===== src/rtl/dma_chan_cfg.svh =====
// Offsets, field positions, reset values and codes for the channel status slice
`ifndef DMA_CHAN_CFG_SVH
`define DMA_CHAN_CFG_SVH

`define NUM_CHANNELS 8
`define CHAN_ID_W 3
`define ADDR_W 8
`define DATA_W 8

`define OFF_CHANNEL_SELECT 8'h3F
`define OFF_CHANNEL_CONTROL_B 8'h48
`define OFF_CHANNEL_IRQ_ENABLE_CLEAR 8'h4C
`define OFF_CHANNEL_IRQ_ENABLE_SET 8'h4D
`define OFF_CHANNEL_IRQ_FLAGS 8'h4E
`define OFF_CHANNEL_STATE 8'h4F

`define BIT_SUSPEND 2
`define BIT_COMPLETE 1
`define BIT_ERROR 0
`define BIT_FETCH_ERROR 2
`define BIT_BUSY 1
`define BIT_WAITING 0
`define BIT_EVENT_INPUT_ENABLE 3

`define ENABLE_RESET 3'h0
`define FLAGS_RESET 3'h0
`define STATE_RESET 3'h0
`define CTRLB_RESET 4'h0

`define BLOCK_ACTION_NONE 2'h0
`define BLOCK_ACTION_INT 2'h1
`define BLOCK_ACTION_SUSPEND 2'h2
`define BLOCK_ACTION_BOTH 2'h3

`endif


===== src/rtl/dma_chan_pkg.sv =====
// Types shared by the channel status slice
package dma_chan_pkg;
    typedef enum logic [2:0] {
        no_action_code = 3'h0,
        normal_trigger_action = 3'h1,
        conditional_transfer_action = 3'h2,
        conditional_block_action = 3'h3,
        suspend_action = 3'h4,
        resume_action = 3'h5,
        skip_next_suspend_action = 3'h6,
        reserved_action = 3'h7
    } event_input_action_e;

    typedef struct packed {
        logic [7:0] addr;
        logic [7:0] wdata;
        logic write;
        logic read;
    } reg_req_s;

    typedef struct packed {
        logic [7:0] block_done;
        logic [15:0] block_action;
        logic [7:0] bus_error;
        logic [7:0] bad_descriptor;
        logic [7:0] sw_suspend;
        logic [7:0] sw_resume;
        logic [7:0] request;
        logic [7:0] trigger_start;
        logic [7:0] trigger_end;
        logic [7:0] disable_chan;
        logic [7:0] event_in;
    } chan_events_s;

    typedef struct packed {
        logic normal_trigger;
        logic conditional_transfer;
        logic conditional_block;
        logic suspend;
        logic resume;
        logic skip_suspend;
    } event_cmds_s;
endpackage


===== src/rtl/event_action_decoder.sv =====
// Decodes one channel event input into a single action pulse
`timescale 1ns/1ps
module event_action_decoder (
    input wire logic event_pulse,
    input wire logic event_input_enable,
    input wire dma_chan_pkg::event_input_action_e event_input_action,
    output dma_chan_pkg::event_cmds_s cmds
);
    import dma_chan_pkg::*;

    logic fire;

    assign fire = event_pulse & event_input_enable; // RL3

    always_comb begin
        cmds = '0;
        if (fire) begin
            unique case (event_input_action)
                no_action_code: cmds = '0; // RL1
                normal_trigger_action: cmds.normal_trigger = 1'b1; // RL1
                conditional_transfer_action: cmds.conditional_transfer = 1'b1; // RL1
                conditional_block_action: cmds.conditional_block = 1'b1; // RL1
                suspend_action: cmds.suspend = 1'b1; // RL2
                resume_action: cmds.resume = 1'b1; // RL2
                skip_next_suspend_action: cmds.skip_suspend = 1'b1; // RL2
                reserved_action: cmds = '0; // RL2
            endcase
        end
    end
endmodule


===== src/rtl/channel_flag_bit.sv =====
// Sticky status bit whose set outranks its clear
`timescale 1ns/1ps
module channel_flag_bit (
    input wire logic sys_clk,
    input wire logic sys_rst,
    input wire logic set_pulse,
    input wire logic clear_pulse,
    output logic value
);
    always_ff @(posedge sys_clk) begin
        if (sys_rst) begin
            value <= 1'b0;
        end else if (set_pulse) begin
            value <= 1'b1;
        end else if (clear_pulse) begin
            value <= 1'b0;
        end
    end
endmodule


===== src/rtl/dma_channel_event_irq_status.sv =====
// Per-channel event action, interrupt enable, flag and status registers
`timescale 1ns/1ps
`include "dma_chan_cfg.svh"

// Operation
// RL1: Event codes 0..3: none, normal trigger, conditional transfer, conditional block.
// RL2: Event codes 4..6: suspend, resume, skip next suspend; code 7 reserved.
// RL3: Event actions run only when the channel event input enable is set.
// RL4: Enable, flag and status registers address the selected channel.
// RL5: Enable-clear write clears bits written one; reads show shared enables.
// RL6: Enable-set write sets bits written one; visible via enable-clear too.
// RL7: Enable bits: 2 suspend, 1 complete, 0 error; reset zero.
// RL8: Complete enable clear and block action none: no complete flag.
// RL9: Suspend flag on suspend block, software suspend, suspend event, bad descriptor.
// RL10: Complete flag when block finishes with interrupt block action.
// RL11: Error flag on bus error or invalid descriptor fetch.
// RL12: Flags bits 2..0 cleared by writing one; reset zero.
// RL13: Fetch error set on bad descriptor, cleared only by software resume.
// RL14: Busy set on transfer start; cleared on trigger end, bus error, disable.
// RL15: Waiting set on request; cleared on trigger start, bus error, disable.
// RL16: Interrupt request while any flag and its enable are both set.
module dma_channel_event_irq_status (
    input wire logic sys_clk,
    input wire logic sys_rst,
    input wire dma_chan_pkg::reg_req_s reg_req,
    output logic [7:0] reg_rdata,
    input wire dma_chan_pkg::chan_events_s events,
    input wire logic [7:0] transfer_start,
    output logic [7:0] irq_req,
    output logic [7:0] suspend_cmd,
    output logic [7:0] resume_cmd,
    output logic [7:0] skip_suspend_cmd,
    output logic [7:0] trigger_cmd,
    output logic [7:0] cond_transfer_cmd,
    output logic [7:0] cond_block_cmd
);
    import dma_chan_pkg::*;

    // ----------------------------------------
    // Address decode
    // ----------------------------------------
    function automatic logic hit(input logic [7:0] a, input logic [7:0] off);
        hit = (a == off);
    endfunction

    logic [2:0] channel_select_reg;
    logic [3:0] ctrlb_reg [0:`NUM_CHANNELS-1];
    logic [2:0] enable_reg [0:`NUM_CHANNELS-1];
    logic [2:0] flags [0:`NUM_CHANNELS-1];
    logic [2:0] state [0:`NUM_CHANNELS-1];
    logic [7:0] reg_rdata_next;

    logic wr_sel;
    logic wr_ctrlb;
    logic wr_en_clr;
    logic wr_en_set;
    logic wr_flags;

    assign wr_sel = reg_req.write & hit(reg_req.addr, `OFF_CHANNEL_SELECT);
    assign wr_ctrlb = reg_req.write & hit(reg_req.addr, `OFF_CHANNEL_CONTROL_B);
    assign wr_en_clr = reg_req.write & hit(reg_req.addr, `OFF_CHANNEL_IRQ_ENABLE_CLEAR);
    assign wr_en_set = reg_req.write & hit(reg_req.addr, `OFF_CHANNEL_IRQ_ENABLE_SET);
    assign wr_flags = reg_req.write & hit(reg_req.addr, `OFF_CHANNEL_IRQ_FLAGS);

    // ----------------------------------------
    // Channel select
    // ----------------------------------------
    always_ff @(posedge sys_clk) begin
        if (sys_rst) begin
            channel_select_reg <= 3'h0;
        end else if (wr_sel) begin
            channel_select_reg <= reg_req.wdata[2:0];
        end
    end

    // ----------------------------------------
    // Per-channel logic
    // ----------------------------------------
    genvar ch;
    generate
        for (ch = 0; ch < `NUM_CHANNELS; ch++) begin : g_chan
            logic selected;
            event_cmds_s cmds;
            logic [1:0] bact;
            logic tc_allowed;
            logic fetch_bad;

            assign selected = (channel_select_reg == 3'(ch)); // RL4
            assign bact = events.block_action[2*ch +: 2];
            assign fetch_bad = events.bad_descriptor[ch];

            always_ff @(posedge sys_clk) begin
                if (sys_rst) begin
                    ctrlb_reg[ch] <= `CTRLB_RESET;
                end else if (wr_ctrlb & selected) begin
                    ctrlb_reg[ch] <= reg_req.wdata[3:0];
                end
            end

            event_action_decoder u_dec (
                .event_pulse(events.event_in[ch]),
                .event_input_enable(ctrlb_reg[ch][`BIT_EVENT_INPUT_ENABLE]), // RL3
                .event_input_action(event_input_action_e'(ctrlb_reg[ch][2:0])),
                .cmds(cmds)
            );

            always_ff @(posedge sys_clk) begin
                if (sys_rst) begin
                    enable_reg[ch] <= `ENABLE_RESET; // RL7
                end else if (selected & wr_en_set) begin
                    enable_reg[ch] <= enable_reg[ch] | reg_req.wdata[2:0]; // RL6
                end else if (selected & wr_en_clr) begin
                    enable_reg[ch] <= enable_reg[ch] & ~reg_req.wdata[2:0]; // RL5
                end
            end

            // Complete is gated off when its enable is clear and block action is none
            assign tc_allowed = bact[0] &
                ~(~enable_reg[ch][`BIT_COMPLETE] & (bact == `BLOCK_ACTION_NONE)); // RL8

            channel_flag_bit u_suspend_flag (
                .sys_clk(sys_clk),
                .sys_rst(sys_rst),
                .set_pulse((events.block_done[ch] & bact[1]) | events.sw_suspend[ch] |
                    cmds.suspend | fetch_bad), // RL9
                .clear_pulse(selected & wr_flags & reg_req.wdata[`BIT_SUSPEND]), // RL12
                .value(flags[ch][`BIT_SUSPEND])
            );
            channel_flag_bit u_tc (
                .sys_clk(sys_clk),
                .sys_rst(sys_rst),
                .set_pulse(events.block_done[ch] & tc_allowed), // RL10
                .clear_pulse(selected & wr_flags & reg_req.wdata[`BIT_COMPLETE]), // RL12
                .value(flags[ch][`BIT_COMPLETE])
            );
            channel_flag_bit u_err (
                .sys_clk(sys_clk),
                .sys_rst(sys_rst),
                .set_pulse(events.bus_error[ch] | fetch_bad), // RL11
                .clear_pulse(selected & wr_flags & reg_req.wdata[`BIT_ERROR]), // RL12
                .value(flags[ch][`BIT_ERROR])
            );
            channel_flag_bit u_fetch_error_bit (
                .sys_clk(sys_clk),
                .sys_rst(sys_rst),
                .set_pulse(fetch_bad), // RL13
                .clear_pulse(events.sw_resume[ch]), // RL13
                .value(state[ch][`BIT_FETCH_ERROR])
            );
            channel_flag_bit u_busy (
                .sys_clk(sys_clk),
                .sys_rst(sys_rst),
                .set_pulse(transfer_start[ch]), // RL14
                .clear_pulse(events.trigger_end[ch] | events.bus_error[ch] |
                    events.disable_chan[ch]), // RL14
                .value(state[ch][`BIT_BUSY])
            );
            channel_flag_bit u_wait (
                .sys_clk(sys_clk),
                .sys_rst(sys_rst),
                .set_pulse(events.request[ch]), // RL15
                .clear_pulse(events.trigger_start[ch] | events.bus_error[ch] |
                    events.disable_chan[ch]), // RL15
                .value(state[ch][`BIT_WAITING])
            );

            always_ff @(posedge sys_clk) begin
                if (sys_rst) begin
                    irq_req[ch] <= 1'b0;
                    suspend_cmd[ch] <= 1'b0;
                    resume_cmd[ch] <= 1'b0;
                    skip_suspend_cmd[ch] <= 1'b0;
                    trigger_cmd[ch] <= 1'b0;
                    cond_transfer_cmd[ch] <= 1'b0;
                    cond_block_cmd[ch] <= 1'b0;
                end else begin
                    irq_req[ch] <= |(flags[ch] & enable_reg[ch]); // RL16
                    suspend_cmd[ch] <= cmds.suspend; // RL2
                    resume_cmd[ch] <= cmds.resume; // RL2
                    skip_suspend_cmd[ch] <= cmds.skip_suspend; // RL2
                    trigger_cmd[ch] <= cmds.normal_trigger; // RL1
                    cond_transfer_cmd[ch] <= cmds.conditional_transfer; // RL1
                    cond_block_cmd[ch] <= cmds.conditional_block; // RL1
                end
            end
        end
    endgenerate

    // ----------------------------------------
    // Read path
    // ----------------------------------------
    always_comb begin
        reg_rdata_next = 8'h00;
        if (reg_req.read) begin
            unique case (reg_req.addr)
                `OFF_CHANNEL_SELECT: reg_rdata_next = {5'h00, channel_select_reg};
                `OFF_CHANNEL_CONTROL_B: reg_rdata_next = {4'h0, ctrlb_reg[channel_select_reg]};
                `OFF_CHANNEL_IRQ_ENABLE_CLEAR,
                `OFF_CHANNEL_IRQ_ENABLE_SET:
                    reg_rdata_next = {5'h00, enable_reg[channel_select_reg]}; // RL5
                `OFF_CHANNEL_IRQ_FLAGS: reg_rdata_next = {5'h00, flags[channel_select_reg]};
                `OFF_CHANNEL_STATE: reg_rdata_next = {5'h00, state[channel_select_reg]}; // RL4
                default: reg_rdata_next = 8'h00;
            endcase
        end
    end

    always_ff @(posedge sys_clk) begin
        if (sys_rst) begin
            reg_rdata <= 8'h00;
        end else begin
            reg_rdata <= reg_rdata_next;
        end
    end
endmodule


===== config.mk =====
export PLATFORM = sky130hd
export DESIGN_NAME = dma_channel_event_irq_status
export DESIGN_NICKNAME = d
export VERILOG_FILES = /design/src/rtl/dma_chan_pkg.sv /design/src/rtl/event_action_decoder.sv /design/src/rtl/channel_flag_bit.sv /design/src/rtl/dma_channel_event_irq_status.sv
export VERILOG_INCLUDE_DIRS = /design/src /design/src/rtl
export SDC_FILE = /design/constraint.sdc
export NUM_CORES = 1
export LEC_CHECK = 0
export BUFFER_PORTS_ARGS = -buffer_cell sky130_fd_sc_hd__buf_4
export CORE_MARGIN = 4
export CORE_UTILIZATION = 40
export DETAILED_ROUTE_END_ITERATION = 10
export PLACE_DENSITY = 0.7
export SYNTH_ARGS = -nofsm -noshare
export SYNTH_HDL_FRONTEND = slang
export SYNTH_HIERARCHICAL = 1
export SYNTH_SLANG_ARGS = --single-unit

===== constraint.sdc =====
create_clock -name sys_clk -period 2.4 [get_ports sys_clk]
set_input_delay 0.48 -clock sys_clk [delete_from_list [all_inputs] [get_ports sys_clk]]
set_output_delay 0.48 -clock sys_clk [all_outputs]
set_load 0.05 [all_outputs]

==> reports/results.txt <==
Status - complete, no violations
Post-route cell area - 0.01051 sq mm
Number of flip-flops in the largest register - 32
Pwr Density - 608.5 mW/mm^2
Die X - 150.0 um
# Post-CTS Setup Buffers - 0
Net switching power - 1.497 mW
Sequential Power Share - 49.2%
Total grt overflow - 0
Sum of negative setup slack - 0 ns
Fraction of layout cells with a size suffix above 1 - 35.01%
Switching share of power - 23.41%
GPL Wtd Cong - 0.9456
WP data required - 2.69 ns
Initial Utilization - 41.06%
Hold crit path type - primary input to register
Tot GR Track Use - 19.08%
Setup Crit Path Kind - register to register
Final wirelength - 21390 um
CTS root buf - clkbuf_16
Commonest cells after routing, fill and taps aside - 224 x buf_4, 114 x dfxtp_1, 90 x nor2_1
Clock-pin slew on the worst setup and hold paths - 0.06 ns
Top_reg_cell synth - dfxtp_1
Hold Buf Count CTS - 0
Final core occ - 53.46%
Startpoint Class - register
Die Span Y - 150.0 um
Yosys cell types - 47
CP Capture Type - register
DRT Pass-1 Iters - 5
Die ar. - 0.02251 sq mm
Post-route ant nets - 0
Setup Skew - 0.01007 ns
Vias in the first global route - 6186
Synth warn - 6
Commonest non-fill, non-tap cell in the layout - buf_4
CP max FO - 7
Final Hold Viols - 0
Max clock buf depth - 2
Setup violators final - 0
Row Count - 51
H-Tree Depth - 4
Avg Cell Area, Syn - 10.22 sq um
Placed Area - 0.009943 sq mm
Synth Instances - 790
Peak supply drop - 0.0005680 V
Critical path arrival - 2.39 ns
Number of synthesized flops with an enable pin - 56
Initial DRC Count - 509
Largest net degree at the start of global routing - 108
Clk pwr share - 41.4%
Slew headroom - 54.26%
Pint - 4.896 mW
Wire per inst - 16.72 um
CTS buffer count - 17
Residual DRC count - 0
Tot Pwr - 6.393 mW
Synthesized area - 0.008070 sq mm
Core area - 0.01965 sq mm
Clock Latency Late Sink - 0.42 ns
Period utilisation layout - 87.31%
R2R setup slack - 0.30 ns
Routed vias/inst - 5.086
Async SR Flop Fraction - 0%
Layout area overhead - 30.19%
DR vias - 6505
Comb power frac - 9.4%
# IOs - 188
Number of max-cap violations - 0
IO Port Bufs - 179
CTS tree - done
# resized after CTS - 0
RSZ-0062 raised after global routing - no
LEAKAGE - 4.179 nW
Initial antenna violation count - 0
Sequential area share after synthesis - 49.12%
Final min period - 2.096 ns
Final net count - 1125
Final Max Slew Viols - 0
Sink Count - 170
Antenna Diode Count - 0
Worst Max-Slew Pin Slew - 0.6851 ns
Global-route wire length before repair - 32890 um
Synthesis-stage register bit count - 170
DP HPWL - 16430 um
Max Fclk - 477.2 MHz
power groups by stage:
stage          registers (mW)  clock network [mW]  logic (mW)
4_1_cts                  3.15                2.70       0.605
6_report                 3.15                2.65       0.599
2_1_floorplan            3.22                   0       0.269
5_1_grt                  3.16                2.83       0.655
3_3_place_gp             3.21                   0       0.594
3_5_place_dp             3.21                   0       0.603
cells by family (layout without fill, tap and decap cells):
logic type / after synthesis / count (layout) / synth area share [%]
buf+inv: 97 / 318 / 5.163
flops: 170 / 170 / 49.12
simple gates: 362 / 362 / 25.36
mux: 37 / 37 / 7.799
compound gates: 123 / 123 / 12.51
other cells: 1 / 4 / 0.04647
layout make-up:
cell class | instances | area (sq um)
clock buffer | 21 | 440.4
multi-input combinational | 526 | 3701
clock inverter | 11 | 122.6
tap | 265 | 331.6
timing repair buffer | 226 | 1722
fill | 1812 | 9148
sequential | 170 | 3964
inverter | 60 | 225.2
worst max-delay path, cell delays in order, from the launching register on:
cell	delay, ns
dfxtp_1	0.55
buf_4	0.26
mux4_2	0.52
mux2i_1	0.18
nor2_1	0.11
o41a_1	0.35
cells in the mapped netlist, types with 8 or more instances:
cell type	count	share of area, %
mux4_2	20	5.6
nor3_1	29	1.8
a211oi_1	23	2.1
nor2b_1	52	4.0
mux2i_1	10	1.2
or2_2	8	0.62
inv_1	59	2.7
edfxtp_1	56	21
dfxtp_1	114	28
a2111o_1	8	1.1
and2_1	12	0.93
nand2_1	30	1.4
nand2b_1	82	6.4
nor2_1	90	4.2
a222oi_1	8	0.99
nand3b_1	11	1.0
o21ai_0	16	0.99
nor4b_2	8	1.5
nand3_1	10	0.62
a21oi_2	48	5.2
or3_1	19	1.5
clkbuf_1	20	0.93
routing by layer:
layer  part of all wire (%)  GRT usage [%]  vias up
met2                     47          30.73      294
li1                       -              -     3186
met3                    9.5          5.209       29
met5                      0              0        -
met1                     42          25.29     2996
met4                    1.5          5.444        0
metrics by stage:
stage | setup WS, ns | hold WS, ns | cells
final | 0.3045 | 0.2873 | 1279
after global routing | 0.2193 | 0.2822 | 1279
after CTS | 0.2930 | 0.2738 | 1279
after detailed placement | -0.0004363 | 0.4760 | 1247
after global placement | 0.01208 | 0.4690 | 1247
after floorplan | 0.3191 | 0.4522 | 793
final timing paths:
path | depth (start not counted) | start | to
setup / recovery | 5 | register | reg_rdata[0]$_SDFF_PP0_
setup reg to reg | 5 | register | reg_rdata[0]$_SDFF_PP0_
hold reg to reg | 2 | g_chan[1].u_fetch_error_bit/value$_SDFFE_PP0P_ | g_chan[1].u_fetch_error_bit/value$_SDFFE_PP0P_
hold / removal | 3 | transfer_start[2] | g_chan[2].u_busy/value$_SDFFE_PP0P_
(Power assumes the default switching activity.)
